==> src/common/rers_pkg.sv <==
// Constants, register map and pin carrier for the rail enable and reset sequencer.
// Assumes a 125 MHz system clock and 8-bit registers on a plain word port.
package rers_pkg;

    // ------------------------------------------------------------
    // Timing
    // ------------------------------------------------------------
    localparam int CLK_MHZ = 125;
    localparam int TICK_US = 1000;
    localparam int TICK_CYCLES = TICK_US * CLK_MHZ;
    localparam int DEBOUNCE_MS = 50;
    localparam int RST_DELAY_MS = 100;

    // ------------------------------------------------------------
    // Register indices; the port address is the index itself
    // ------------------------------------------------------------
    localparam logic [7:0] IDX_CHG_CFG2 = 8'h04;
    localparam logic [7:0] IDX_CHG_CFG3 = 8'h05;
    localparam logic [7:0] IDX_BUCK = 8'h07;
    localparam logic [7:0] IDX_LINREG = 8'h08;
    localparam logic [7:0] IDX_MISC = 8'h0A;
    localparam logic [7:0] IDX_IO_LEVEL = 8'h0B;
    localparam logic [7:0] IDX_IO_DIR = 8'h0C;
    localparam logic [7:0] IDX_IRQ_MASK0 = 8'h0D;

    // ------------------------------------------------------------
    // Field positions
    // ------------------------------------------------------------
    localparam int MISC_MON_SEL = 0;
    localparam int MISC_MON_EN = 1;
    localparam int MISC_HOLD = 5;
    localparam int MISC_BTN_STAT = 7;
    localparam int RAIL_HOLD = 7;
    localparam int CFG2_COMP_EN = 0;
    localparam int CFG2_CHG_EN = 1;
    localparam int CFG3_COMP_STAT = 2;
    localparam int MASK_BATT = 0;

    // ------------------------------------------------------------
    // Reset values and voltage code range (0.8 V to 3.3 V, 50 mV)
    // ------------------------------------------------------------
    localparam logic [7:0] MISC_RST = 8'h00;
    localparam logic [7:0] CFG2_RST = 8'h00;
    localparam logic [7:0] CFG3_RST = 8'h00;
    localparam logic [7:0] IO_LEVEL_RST = 8'h00;
    localparam logic [7:0] IO_DIR_RST = 8'hC0;
    localparam logic [7:0] MASK_RST = 8'hFF;
    localparam logic [5:0] VSET_MAX = 6'h32;

    typedef struct packed {
        logic button_n;
        logic buck_hold;
        logic linreg_hold;
        logic power_valid;
        logic uvlo;
        logic over_temp;
        logic linreg_pgood;
        logic sense_ok;
        logic batt_below;
        logic charger_active;
        logic [3:0] io_in;
    } rers_pins_t;

endpackage : rers_pkg

==> src/core/rers_top.sv <==
// Power rail enable, button debounce, reset release and monitor control.
// Assumes pins arrive asynchronously and analog blocks act on the levels driven.
//
// Contract
// RULE1: Button low or charger valid enables both rails.
// RULE2: Button debounced for 50 ms.
// RULE3: Rails start together, stop unless held.
// RULE4: Buck hold pin keeps buck rail on.
// RULE5: Linear hold pin keeps linear rail on.
// RULE6: After first power-up hold pins enable rails.
// RULE7: First power-on after battery loss needs button.
// RULE8: Miscellaneous hold bit keeps both rails on.
// RULE9: Open-drain reset released 100 ms later.
// RULE10: Fixed variant resets on linear rail bad.
// RULE11: Sense variant resets on low sense input.
// RULE12: Registers default on undervoltage or reset.
// RULE13: Voltage codes 0.8-3.3 V; adjustable buck ignores.
// RULE14: Undervoltage disables both rails.
// RULE15: Over-temperature with linear rail stops both.
// RULE16: Monitor select picks battery or thermistor.
// RULE17: Thermistor source on when idle, enabled, temperature.
// RULE18: Monitor disabled ties output to ground.
// RULE19: Primary mode compares battery against selected threshold.
// RULE20: Battery low interrupt only when unmasked.
// RULE21: Disabled comparator status reads one.
// RULE22: I/O 0,1 inputs; 2,3 LED sinks off.
// RULE23: Hold pin ORed with rail hold bit.
// RULE24: Debounce restarts on any level change.
//
// Strobed register access and the address map are this design's own decisions.
`timescale 1ns/1ps
`default_nettype none

module rers_top #(
    parameter int TICK_CYCLES = rers_pkg::TICK_CYCLES,
    parameter bit SENSE_VARIANT = 1'b0,
    parameter bit BUCK_ADJUSTABLE = 1'b0,
    parameter logic [5:0] BUCK_VSET_RST = 6'h14,
    parameter logic [5:0] LINREG_VSET_RST = 6'h14
) (
    input wire logic clk,
    input wire logic rst,
    input wire rers_pkg::rers_pins_t pins,
    input wire logic [7:0] addr,
    input wire logic [7:0] wdata,
    input wire logic wr_stb,
    input wire logic rd_stb,
    output logic [7:0] rdata,
    output logic buck_rail,
    output logic linreg_rail,
    output logic reset_out,
    output logic reset_oe,
    output logic monitor_select,
    output logic monitor_gnd,
    output logic ntc_source_en,
    output logic [1:0] batt_threshold_sel,
    output logic batt_low_irq,
    output logic [5:0] buck_vset,
    output logic [5:0] linreg_vset,
    output logic [3:0] io_out,
    output logic [3:0] io_oe,
    output logic [3:0] led_sink_en
);
    import rers_pkg::*;

    initial begin
        if (TICK_CYCLES < 2 || TICK_CYCLES > 1_000_000) begin
            $error("rers_top: TICK_CYCLES out of range");
        end
    end

    // ------------------------------------------------------------
    // Input synchroniser
    // ------------------------------------------------------------
    // Reset to the idle pin levels, so the released button is not seen as pressed.
    localparam rers_pins_t PINS_IDLE = '{button_n: 1'b1, default: '0};
    rers_pins_t sync1_q;
    rers_pins_t pin_q;

    always_ff @(posedge clk or posedge rst) begin
        if (rst) begin
            sync1_q <= PINS_IDLE;
            pin_q <= PINS_IDLE;
        end else begin
            sync1_q <= pins;
            pin_q <= sync1_q;
        end
    end

    // ------------------------------------------------------------
    // Millisecond timebase
    // ------------------------------------------------------------
    logic [19:0] div_q;
    logic tick_q;
    wire div_end = (div_q == 20'(TICK_CYCLES - 1));

    always_ff @(posedge clk or posedge rst) begin
        if (rst) begin
            div_q <= '0;
            tick_q <= 1'b0;
        end else begin
            div_q <= div_end ? '0 : div_q + 20'h0_0001;
            tick_q <= div_end;
        end
    end

    // ------------------------------------------------------------
    // Button debounce
    // ------------------------------------------------------------
    // The count restarts on any raw change, so only a level that stays
    // put for the full interval is accepted.
    logic btn_db_q;
    logic [6:0] db_cnt_q;
    wire btn_diff = (pin_q.button_n != btn_db_q);
    wire db_done = tick_q && (db_cnt_q == 7'(DEBOUNCE_MS - 1));

    always_ff @(posedge clk or posedge rst) begin
        if (rst) begin
            btn_db_q <= 1'b1;
            db_cnt_q <= '0;
        end else if (!btn_diff) begin
            db_cnt_q <= '0; // RULE24
        end else if (db_done) begin
            btn_db_q <= pin_q.button_n; // RULE2
            db_cnt_q <= '0;
        end else if (tick_q) begin
            db_cnt_q <= db_cnt_q + 7'h01;
        end
    end

    // ------------------------------------------------------------
    // Registers
    // ------------------------------------------------------------
    logic [7:0] misc_q;
    logic [7:0] cfg2_q;
    logic [7:0] cfg3_q;
    logic [7:0] buck_q;
    logic [7:0] lin_q;
    logic [7:0] io_lvl_q;
    logic [7:0] io_dir_q;
    logic [7:0] mask_q;
    logic comp_stat_q;
    logic reg_clear;

    function automatic logic vset_ok(input logic [7:0] v);
        return v[5:0] <= VSET_MAX;
    endfunction

    wire wr_misc = wr_stb && (addr == IDX_MISC);
    wire wr_cfg2 = wr_stb && (addr == IDX_CHG_CFG2);
    wire wr_cfg3 = wr_stb && (addr == IDX_CHG_CFG3);
    wire wr_buck = wr_stb && (addr == IDX_BUCK) && vset_ok(wdata);
    wire wr_lin = wr_stb && (addr == IDX_LINREG) && vset_ok(wdata);
    wire wr_lvl = wr_stb && (addr == IDX_IO_LEVEL);
    wire wr_dir = wr_stb && (addr == IDX_IO_DIR);
    wire wr_mask = wr_stb && (addr == IDX_IRQ_MASK0);
    wire [7:0] buck_rst = {2'b00, BUCK_VSET_RST};
    wire [7:0] lin_rst = {2'b00, LINREG_VSET_RST};

    // Register defaults come back under undervoltage or while reset is driven.
    always_ff @(posedge clk or posedge rst) begin
        if (rst) begin
            misc_q <= MISC_RST;
            cfg2_q <= CFG2_RST;
            cfg3_q <= CFG3_RST;
            io_lvl_q <= IO_LEVEL_RST;
            io_dir_q <= IO_DIR_RST;
            mask_q <= MASK_RST;
        end else if (reg_clear) begin
            misc_q <= MISC_RST; // RULE12
            cfg2_q <= CFG2_RST;
            cfg3_q <= CFG3_RST;
            io_lvl_q <= IO_LEVEL_RST;
            io_dir_q <= IO_DIR_RST; // RULE22
            mask_q <= MASK_RST;
        end else begin
            if (wr_misc) misc_q <= wdata;
            if (wr_cfg2) cfg2_q <= wdata;
            if (wr_cfg3) cfg3_q <= wdata;
            if (wr_lvl) io_lvl_q <= wdata;
            if (wr_dir) io_dir_q <= wdata;
            if (wr_mask) mask_q <= wdata;
        end
    end

    // Out-of-range voltage codes are dropped and the old setting stays.
    always_ff @(posedge clk or posedge rst) begin
        if (rst) begin
            buck_q <= 8'h00;
            lin_q <= 8'h00;
        end else if (reg_clear) begin
            buck_q <= buck_rst;
            lin_q <= lin_rst;
        end else begin
            if (wr_buck) buck_q <= wdata; // RULE13
            if (wr_lin) lin_q <= wdata;
        end
    end

    // ------------------------------------------------------------
    // Rail enables
    // ------------------------------------------------------------
    logic buck_q_on;
    logic lin_q_on;
    logic first_up_q;
    wire fault_uv = pin_q.uvlo; // RULE14
    wire fault_ot = pin_q.over_temp && lin_q_on; // RULE15
    wire fault = fault_uv || fault_ot;
    wire start_req = !btn_db_q || pin_q.power_valid; // RULE1
    wire buck_hold = pin_q.buck_hold || buck_q[RAIL_HOLD]; // RULE23
    wire lin_hold = pin_q.linreg_hold || lin_q[RAIL_HOLD];
    wire both_hold = misc_q[MISC_HOLD]; // RULE8
    // Hold pins act as enables once armed by a first start; the arming is
    // lost with the battery, which is why a cold start needs the button or charger valid.
    wire buck_keep = (buck_q_on || first_up_q) && (buck_hold || both_hold);
    wire lin_keep = (lin_q_on || first_up_q) && (lin_hold || both_hold);
    wire buck_d = !fault && (start_req || buck_keep); // RULE3 RULE4 RULE6
    wire lin_d = !fault && (start_req || lin_keep); // RULE3 RULE5 RULE6

    always_ff @(posedge clk or posedge rst) begin
        if (rst) begin
            buck_q_on <= 1'b0;
            lin_q_on <= 1'b0;
            first_up_q <= 1'b0;
        end else begin
            buck_q_on <= buck_d;
            lin_q_on <= lin_d;
            if (fault_uv) begin
                first_up_q <= 1'b0; // RULE7
            end else if (start_req) begin
                first_up_q <= 1'b1;
            end
        end
    end

    // ------------------------------------------------------------
    // Reset output
    // ------------------------------------------------------------
    logic rst_oe_q;
    logic [6:0] dly_cnt_q;
    wire fixed_cond = !pin_q.linreg_pgood || !lin_q_on; // RULE10
    wire sense_cond = !pin_q.sense_ok; // RULE11
    wire rst_cond = SENSE_VARIANT ? sense_cond : fixed_cond;
    wire dly_done = tick_q && (dly_cnt_q == 7'(RST_DELAY_MS - 1));
    assign reg_clear = fault_uv || rst_oe_q;

    always_ff @(posedge clk or posedge rst) begin
        if (rst) begin
            rst_oe_q <= 1'b1;
            dly_cnt_q <= '0;
        end else if (rst_cond) begin
            rst_oe_q <= 1'b1;
            dly_cnt_q <= '0;
        end else if (rst_oe_q && dly_done) begin
            rst_oe_q <= 1'b0; // RULE9
        end else if (rst_oe_q && tick_q) begin
            dly_cnt_q <= dly_cnt_q + 7'h01;
        end
    end

    // ------------------------------------------------------------
    // Monitor, comparator and I/O
    // ------------------------------------------------------------
    wire mon_sel = misc_q[MISC_MON_SEL];
    wire mon_en = misc_q[MISC_MON_EN];
    wire comp_en = cfg2_q[CFG2_COMP_EN];
    wire primary = !cfg2_q[CFG2_CHG_EN];
    wire comp_live = comp_en && primary;
    wire irq_d = comp_live && pin_q.batt_below && !mask_q[MASK_BATT];
    wire [3:0] dir = io_dir_q[3:0];
    wire [3:0] led = io_dir_q[7:4];
    wire stat_bit = comp_en ? comp_stat_q : 1'b1; // RULE21

    logic [7:0] rd_mux;
    always_comb begin
        unique case (addr)
            IDX_MISC: rd_mux = {btn_db_q, misc_q[6:0]};
            IDX_CHG_CFG2: rd_mux = cfg2_q;
            IDX_CHG_CFG3: rd_mux = {cfg3_q[7:3], stat_bit, cfg3_q[1:0]};
            IDX_BUCK: rd_mux = buck_q;
            IDX_LINREG: rd_mux = lin_q;
            IDX_IO_LEVEL: rd_mux = {io_lvl_q[7:4], pin_q.io_in};
            IDX_IO_DIR: rd_mux = io_dir_q;
            IDX_IRQ_MASK0: rd_mux = mask_q;
            default: rd_mux = 8'h00;
        endcase
    end

    always_ff @(posedge clk or posedge rst) begin
        if (rst) begin
            comp_stat_q <= 1'b0;
            rdata <= 8'h00;
        end else begin
            if (comp_live) comp_stat_q <= !pin_q.batt_below; // RULE19
            rdata <= rd_stb ? rd_mux : 8'h00;
        end
    end

    always_ff @(posedge clk or posedge rst) begin
        if (rst) begin
            buck_rail <= 1'b0;
            linreg_rail <= 1'b0;
            reset_out <= 1'b0;
            reset_oe <= 1'b1;
            monitor_select <= 1'b0;
            monitor_gnd <= 1'b1;
            ntc_source_en <= 1'b0;
            batt_threshold_sel <= 2'b00;
            batt_low_irq <= 1'b0;
        end else begin
            buck_rail <= buck_d;
            linreg_rail <= lin_d;
            reset_out <= 1'b0;
            reset_oe <= rst_cond || (rst_oe_q && !dly_done);
            monitor_select <= mon_sel; // RULE16
            monitor_gnd <= !mon_en; // RULE18
            ntc_source_en <= !pin_q.charger_active && mon_en && mon_sel; // RULE17
            batt_threshold_sel <= cfg3_q[1:0];
            batt_low_irq <= irq_d; // RULE20
        end
    end

    // Register voltage codes drive only rails that honour them; an adjustable buck gets BUCK_VSET_RST.
    always_ff @(posedge clk or posedge rst) begin
        if (rst) begin
            buck_vset <= 6'h00;
            linreg_vset <= 6'h00;
            io_out <= 4'h0;
            io_oe <= 4'h0;
            led_sink_en <= 4'h0;
        end else begin
            buck_vset <= BUCK_ADJUSTABLE ? BUCK_VSET_RST : buck_q[5:0]; // RULE13
            linreg_vset <= lin_q[5:0];
            io_out <= io_lvl_q[3:0];
            io_oe <= dir & ~led;
            led_sink_en <= dir & led & io_lvl_q[3:0]; // RULE22
        end
    end
endmodule : rers_top

`default_nettype wire

==> config.mk <==
export PLATFORM = sky130hd
export DESIGN_NAME = rers_top
export DESIGN_NICKNAME = d
export VERILOG_FILES = /design/src/common/rers_pkg.sv /design/src/core/rers_top.sv
export SDC_FILE = /design/constraint.sdc
export NUM_CORES = 1
export LEC_CHECK = 0
export BUFFER_PORTS_ARGS = -buffer_cell sky130_fd_sc_hd__buf_2
export CAP_MARGIN = 20
export CORE_MARGIN = 1.5
export CORE_UTILIZATION = 53
export CTS_CLUSTER_DIAMETER = 120
export DETAILED_ROUTE_END_ITERATION = 6
export GPL_TIMING_DRIVEN = 0
export PLACE_DENSITY_LB_ADDON = 0.15
export SYNTH_ARGS = -nofsm -noshare
export SYNTH_HDL_FRONTEND = slang
export SYNTH_SLANG_ARGS = --single-unit
==> constraint.sdc <==
create_clock -name clk -period 4.2 [get_ports clk]
set_clock_uncertainty 0.05 [all_clocks]
set_input_delay 0 -clock clk [delete_from_list [all_inputs] [get_ports clk]]
set_output_delay 0 -clock clk [all_outputs]
set_load 0.05 [all_outputs]
Word-level counts from Yosys, hierarchy flattened
Cells that the tools add are included.
- word-level logic and storage cells: 163
- ROM bits: 0
- input port bits: 34
- bits in writable memories: 0
- bits in registers: 169
- latch bits: 0
- memories: 0
- output and inout bits: 42
- shift-type cells: 0
- reduce and logical (&&, ||, !) cells: 61
- divide/modulo/power cells: 0
- order comparisons: 1
- bitwise gates (word level): 4
- equal/unequal tests: 14
- add/subtract/negate cells: 3
- multiplexer cells: 30
- multipliers: 0
- operators with widths (kind ; number):
    two-way mux 8 bit ; 15
    case mux 8 bit (8 select lines) ; 1
    two-way mux 7 bit ; 8
    == test 8 x 4 -> 1 bit (second input constant) ; 5
    logical AND 1 bit ; 25
    == test 8 x 3 -> 1 bit (second input constant) ; 3
    nonzero test 2 bit ; 11
    adder 20 x 1 -> 20 bit (second input constant) ; 1
    == test 20 x 17 -> 1 bit (second input constant) ; 1
    two-way mux 20 bit ; 1
    adder 7 x 1 -> 7 bit (second input constant) ; 2
    logical OR 1 bit ; 13
    bitwise AND 4 bit ; 3
    logical NOT 1 bit ; 10
    == test 7 x 6 -> 1 bit (second input constant) ; 1
    == test 7 bit (second input constant) ; 1
    <= comparator 6 bit (second input constant) ; 1
    two-way mux 1 bit ; 5
    NOT 4 bit ; 1
    AND reduction 2 bit ; 2
    inequality test 3 x 2 -> 1 bit (second input constant) ; 1
    inequality test 2 bit (second input constant) ; 1
    inequality test 1 bit ; 1

Longest topological paths before layout
Gate-level depths: netlist (run 1).
- depth after elaboration: 5
- mapped depth: 7
- depth with buffers taken out: 5

Worst setup path before layout (run 1)
OpenSTA, ideal clock, no wires.
- path type: reg-to-reg
- from: register div_q[0]
- to: register div_q[11]
- clock period less this slack: 1705 ps
- library setup time: 146 ps
- path buffers: 0
- data required time: 4004 ps
- data arrival time: 1509 ps
- stages on the path, launching flop included: 6
- setup slack: 2495 ps
- cells stage by stage: dfrtp_1 -> ha_1 -> nand2_1 -> or3_1 -> nor4_2 -> nor2_1
- cells in the longest elaborated chain, start to end: 2
- elaborated cells between the ends (all ways): 3
- ends and longest elaborated chain (item ; line ; source):
    start: declaration ; rers_top.sv:93 ; logic [19:0] div_q;
    start signal: assignment ; rers_top.sv:102 ; div_q <= div_end ? '0 : div_q + 20'h0_0001;
    == test 20 x 17 -> 1 bit ; rers_top.sv:95 ; wire div_end = (div_q == 20'(TICK_CYCLES - 1));
    net div_end ; rers_top.sv:95 ;
    two-way mux 20 bit ; rers_top.sv:102 ;
The timed path passes the listed nets, and every way through them passes these cells.
A chain may end at the register's enable or synchronous reset.

Final worst setup path (run 1)
- from: register div_q[0]
- to: register div_q[13]
Same word-level chain as after synthesis.

==> metrics.cfg, run 1 <==
[run_status]
outcome=completed

[logic_synthesis]
syn_nets=668
async_reset_ff_share_pct=100
yosys_warnings=0
yosys.area.top_type_share_pct=53.8
synth_edf_count=0
syn_inst=630
synth_area_leaders=dfrtp_1, mux2i_1, dfstp_2, nand3_1, o21ai_0
ys_ff_latch=168
synth_top_cell_by_area=dfrtp_1
avgSynthCellArea_um2=11.2
yosysSeqAreaShare_pct=59.7
ys_types=54
syn_area_mm2=0.00707
synth_flop_cell=dfrtp_1

[die]
initial_core_util_pct=53.8
num_rows=42
die_w_um=119
dieArea_mm2=0.0140
core_area_mm2=0.0131
io_pins=76
die_h_um=119

[timing]
tns_ns=0
period_minus_slack_ns=2.09
worstMarginPinSlew_ns=0.992
maxSlewViolCount=0
timing.final.crit_share_pct=49.7
rsz0062_at_grt=no
max_freq_ghz=0.479
final_hold_viol_count=0
relSlewSlack_pct=33.3
setup_viol=0

[critical_path]
critical_path.max_fanout=9
slowest_stage=nor4_2
critical_path_required_ns=4.42
crit_chain=ha_1, nand2_1, or3_1, nor4_2, nor2_1
cp.arrival_ns=2.31
path_delay_family=simple AND/OR/NAND/NOR gates
crit_path_start_kind=flip-flop
crit_type=flip-flop to flip-flop
crit_path_end_kind=flip-flop
cpPeakStageDelay_ns=0.66
path_buf_inv=0

[cts]
clock_sinks=168
htreeDepth=4
cts_resized=0
clk_pin_slew_ns=0.06
cts_tree=built
clk_latency_ns=0.42
cts-root-buf=clkbuf_16
cts.path.max_buffers=2
cts_buffers=17

[power]
clkPwrFrac_pct=46.1
power_switching_share_pct=21.0
pwr-share-seq_pct=49.4
leakage_uw=0.00372
ir_drop_uv=250
p_switching_uw=698
pwr-share-comb_pct=4.5
cellPowerDensity_mw_per_mm2=392
power.internal_uw=2620

[cells_and_area]
drive_above_1_share_pct=19.4
multi_input_area_mm2=0.00268
nets=773
diodes=0
ff_latch_area_mm2=0.00422
area_growth_pct=19.6
utilization_pct=64.4
nFillCells=1061
postLayoutCellArea_mm2=0.00846

[global_route]
antenna_found_initial=0
overflow=0
grt.total_usage_pct=23.9
grt_pass1_vias=5126
grt_pass1_wl_um=25900
grt_max_degree=46

[drt]
wl_um=15600
drt_iter0_drc=250
avgViaCountPerCell=5.54
vias=5119
drc=0
wire_per_inst_um=16.9
ant_nets=0
first_pass_iters=5

[placed_design]
gp_congestion=0.889
io_buffers=64
dpl.hpwl_um=10800
dpl-instance-area_mm2=0.00768

[run]
max_cap_violations=0

[min_path]
hold_path_class=input port to flip-flop

==> layer usage <==
| layer | global-route usage [%] | up-vias | share of wire, % | wire (µm) |
|---|---|---|---|---|
| li1 | - | 2429 | - | - |
| met1 | 31.5 | 2498 | 43 | 6740 |
| met2 | 38.2 | 166 | 49 | 7670 |
| met3 | 5.36 | 26 | 5.1 | 802 |
| met4 | 10.6 | 0 | 2.4 | 378 |
| met5 | 0 | - | 0 | 0 |
==> what timing repair did <==
item                                   CTS  global route
endpoints found under the hold margin   72             0
setup buffers                            0             0
hold buffers                            19             0
==> layout by cell type (no fill, tap or decap), types with 12 or more instances in the layout <==
cell type,netlist,final
mux2i_1,47,47
dlygate4sd3_1,0,19
xnor2_1,19,19
clkbuf_16,0,17
o21ai_0,40,40
nand3_1,45,45
clkbuf_1,22,26
a21oi_1,32,32
buf_2,5,69
nand2_1,45,45
dfstp_2,16,16
nor2b_1,12,12
nor2_1,51,51
dfrtp_1,152,152
==> cells in the mapped netlist, types with 4 or more instances <==
cell / n
buf_2: 5
mux2i_1: 47
o2bb2ai_1: 8
nor2_2: 7
nor2b_1: 12
mux2_2: 8
nand2b_1: 4
nand4_1: 9
a22oi_1: 7
nor4_1: 6
nand2_1: 45
and3_1: 9
and2_1: 9
nor2_1: 51
xnor2_1: 19
a21oi_1: 32
o21ai_0: 40
dfstp_2: 16
dfrtp_1: 152
inv_1: 9
ha_1: 4
xor2_1: 9
nand3_1: 45
nor3_1: 5
clkbuf_1: 22
==> worst min-delay path: cells and delay by family <==
family	cells	cell delay (ns)
buffers and inverters	1	0.24
AOI/OAI and AO/OA	1	0.06
and+or+nand+nor	1	0.15
==> through the flow <==
stage               cells  power [µW]  hold slack [ns]  worst slack, ns
floorplan             630        1750          -0.0455             2.02
global placement      870        1800           0.0550             1.16
detailed placement    873        1810           0.0565             1.99
CTS                   924        3350          0.00352             2.05
global route          924        3440           0.0572             1.88
finish                924        3320           0.0202             2.11
==> kinds of logic (layout without fill, tap and decap cells) <==
logic type | Yosys count | count (layout) | share of synthesized area (%)
other cells | 1 | 1 | 0.0530
flops | 168 | 168 | 59.7
buf+inv | 42 | 160 | 2.44
fa+ha+maj | 4 | 4 | 0.708
mux | 55 | 55 | 7.93
compound gates | 109 | 109 | 9.32
xor+xnor | 28 | 28 | 3.47
simple gates | 223 | 223 | 16.4
==> registers in the layout, summed over array words and instances (netlist names), 2 cells and up <==
signal	flops
batt_threshold_sel	2
buck_q	8
buck_vset	6
cfg2_q	8
cfg3_q	7
db_cnt_q	7
div_q	20
dly_cnt_q	7
io_dir_q	8
io_lvl_q	8
io_oe	4
io_out	4
led_sink_en	4
lin_q	8
linreg_vset	6
mask_q	8
misc_q	7
pin_q	12
rdata	8
sync1_q	13
==> path summary, 6_finish.rpt <==
kind | startpoint | to | slack (ns) | cells past startpoint
hold / removal | wdata[1] | cfg2_q[1] | 0.02 | 3
setup reg to reg | div_q[0] | div_q[13] | 2.11 | 5
min in group asynchronous | rst | io_oe[3] | 0.26 | 3
max in group asynchronous | rst | monitor_gnd | 2.82 | 5
hold reg to reg | sync1_q[9] | fault_uv | 0.30 | 0
setup / recovery | div_q[0] | div_q[13] | 2.11 | 5
==> area by class of cell <==
class | instances | share of cell area, %
clock buffers | 25 | 5.86
repair buffers | 86 | 6.75
well taps | 176 | 2.60
clock inverters | 7 | 1.11
multi-input cells | 420 | 31.6
plain buffers | 33 | 1.64
flip-flops and latches | 168 | 49.9
inverters | 9 | 0.444
==> power by group through the flow <==
stage	registers, µW	clock network, µW	logic, µW
2_1_floorplan	1670	0	77.9
3_3_place_gp	1670	0	126
3_5_place_dp	1670	0	136
4_1_cts	1640	1560	150
5_1_grt	1640	1630	164
6_report	1640	1530	149
(Power assumes the default switching activity.)
==> run 2: changes to the inputs <==
- CORE_UTILIZATION: 53 -> 58
- clock period: 4.2 -> 2 ns (I/O delays scaled with it)
==> metrics.cfg, run 2 (synthesized netlist as in run 1, its figures left out) <==
[die]
io_pins=76  ; unchanged
die_h_um=113  ; -4.3%
dieArea_mm2=0.0129  ; -8.4%
die_w_um=113  ; -4.3%
num_rows=40  ; -4.8%
initial_core_util_pct=59.1  ; +5.3 points
core_area_mm2=0.0120  ; -9.0%

[timing]
worstMarginPinSlew_ns=0.826  ; -0.166 ns
tns_ns=0  ; unchanged
worst_slack_ns=0.148  ; -1.96 ns
final_hold_viol_count=0  ; unchanged
relSlewSlack_pct=44.5  ; +11 points
max_freq_ghz=0.540  ; +13%
period_minus_slack_ns=1.85  ; -0.237 ns
timing.final.crit_share_pct=92.6  ; +43 points
rsz0062_at_grt=no
setup_viol=0  ; unchanged
maxSlewViolCount=0  ; unchanged

[global_route]
antenna_found_initial=0  ; unchanged
grt_use_met3_pct=4.84  ; -0.52 points
grt_pass1_wl_um=25600  ; -1.4%
grtUsageMet2_pct=41.8  ; +3.6 points
grt.total_usage_pct=26.1  ; +2.2 points
grt_max_degree=48  ; +4.3%
use_met1_pct=34.6  ; +3.1 points
grt_pass1_vias=5029  ; -1.9%
grt_most_used_layer=met2
overflow=0  ; unchanged

[cells_and_area]
nets=773  ; unchanged
reg_top3=div_q (20), sync1_q (13), pin_q (12)
diodes=0  ; unchanged
largest_reg_flops=20  ; unchanged
regMostFlops=div_q
mostFrequentLayoutCells=dfrtp_1, buf_2, nor2_1, mux2i_1
final_cells=895  ; -3.1%
utilization_pct=70.5  ; +6.2 points
drive_above_1_share_pct=20.6  ; +1.2 points
final_common_cell=dfrtp_1
area_growth_pct=19.3
nFillCells=886  ; -16%

[cts]
cts-root-buf=clkbuf_16
clk_latency_ns=0.43  ; about the same
cts_tree=built
cts_buffers=17  ; unchanged
htreeDepth=4  ; unchanged
clk_pin_slew_ns=0.07  ; about the same
cts.path.max_buffers=2  ; unchanged
clock_sinks=168  ; unchanged

[min_path]
hold_path_class=input port to flip-flop
min_delay_path_depth=3  ; unchanged

[critical_path]
critical_path_required_ns=2.27  ; -2.15 ns
cp.arrival_ns=2.12  ; -0.19 ns
crit_type=flip-flop to flip-flop
reg2reg_depth=6  ; +1
crit_path_end_kind=flip-flop
crit_path_start_kind=flip-flop
critical_path.max_fanout=8  ; -1

[placed_design]
io_buffers=64  ; unchanged
dpl.hpwl_um=10600  ; -1.8%
preCtsSetupSlack_ns=-0.124  ; -2.11 ns
gp_congestion=0.931  ; +4.7%
place_inst=845  ; -3.2%

[power]
pwr-share-comb_pct=4.4  ; about the same
cellPowerDensity_mw_per_mm2=831  ; +110%
total_power_uw=7010  ; +110%
ir_drop_uv=594  ; +140%
p_switching_uw=1620  ; +130%
leakage_uw=0.00376  ; +0.90%
power.internal_uw=5400  ; +110%
pwr-share-seq_pct=49.1  ; -0.3 points
power_switching_share_pct=23.0  ; +2.0 points
clkPwrFrac_pct=46.5  ; +0.4 points

[run]
max_cap_violations=0  ; unchanged

[drt]
first_pass_iters=6  ; +1
vias=5181  ; +1.2%
drt_iter0_drc=351  ; +40%
ant_nets=0  ; unchanged
drc=0  ; unchanged
avgViaCountPerCell=5.79  ; +4.5%
wire_per_inst_um=17.5  ; +3.7%
wl_um=15700  ; +0.48%

[run_status]
outcome=completed

## run 2: final timing paths
check / start / to / slack [ns]
setup / recovery: div_q[0] / div_q[11] / 0.15
hold / removal: wdata[2] / misc_q[2] / 0.009
setup reg to reg: div_q[0] / div_q[11] / 0.15
hold reg to reg: sync1_q[3] / pin_q[3] / 0.30
max in group asynchronous: rst / monitor_gnd / 1.03
min in group asynchronous: rst / db_cnt_q[5] / 0.04
## run 2: routing by layer
layer | part of all wire [%] | wire length, µm
met1 | 43 | 6770
met2 | 49 | 7660
met3 | 4.7 | 734
met4 | 3.2 | 505
met5 | 0 | 0
## run 2: per-stage QoR
stage          cell area [µm²]  hold slack (ns)
6_report                  8440          0.00886
5_1_grt                   8440          0.00479
4_1_cts                   8410          0.00268
3_5_place_dp              7660          -0.0548
3_3_place_gp              7580           0.0552
2_1_floorplan             7080          -0.0455
## run 2: critical path: stages (launching register included)
cell	delay, ns
dfrtp_1	0.37
ha_1	0.23
nand2_1	0.17
or3_1	0.39
nor4_4	0.25
buf_4	0.21
nor2_1	0.07
## run 2: layout make-up
type	instances	area [µm²]	share of cell area [%]
flip-flops and latches	168	4220	50.1
multi-input cells	420	2690	31.9
repair buffers	86	573	6.79
clock buffers	17	425	5.04
well taps	147	184	2.18
clock inverters	15	163	1.93
plain buffers	33	139	1.65
inverters	9	37.5	0.445
## run 2: repair_timing
item / 4_1_cts / 5_1_grt
hold endpoints to repair: 88 / 0
pin swaps: 0 / 2
hold buffers: 15 / 0
gates resized for setup: 2 / 1
setup endpoints to repair: 10 / 9
setup buffers: 0 / 3
## run 2: power by group through the flow
stage | clock network [µW] | registers [µW] | logic [µW]
floorplan | 0 | 3510 | 164
global placement | 0 | 3510 | 264
detailed placement | 0 | 3510 | 289
CTS | 3310 | 3440 | 313
global route | 3470 | 3440 | 341
finish | 3260 | 3440 | 311
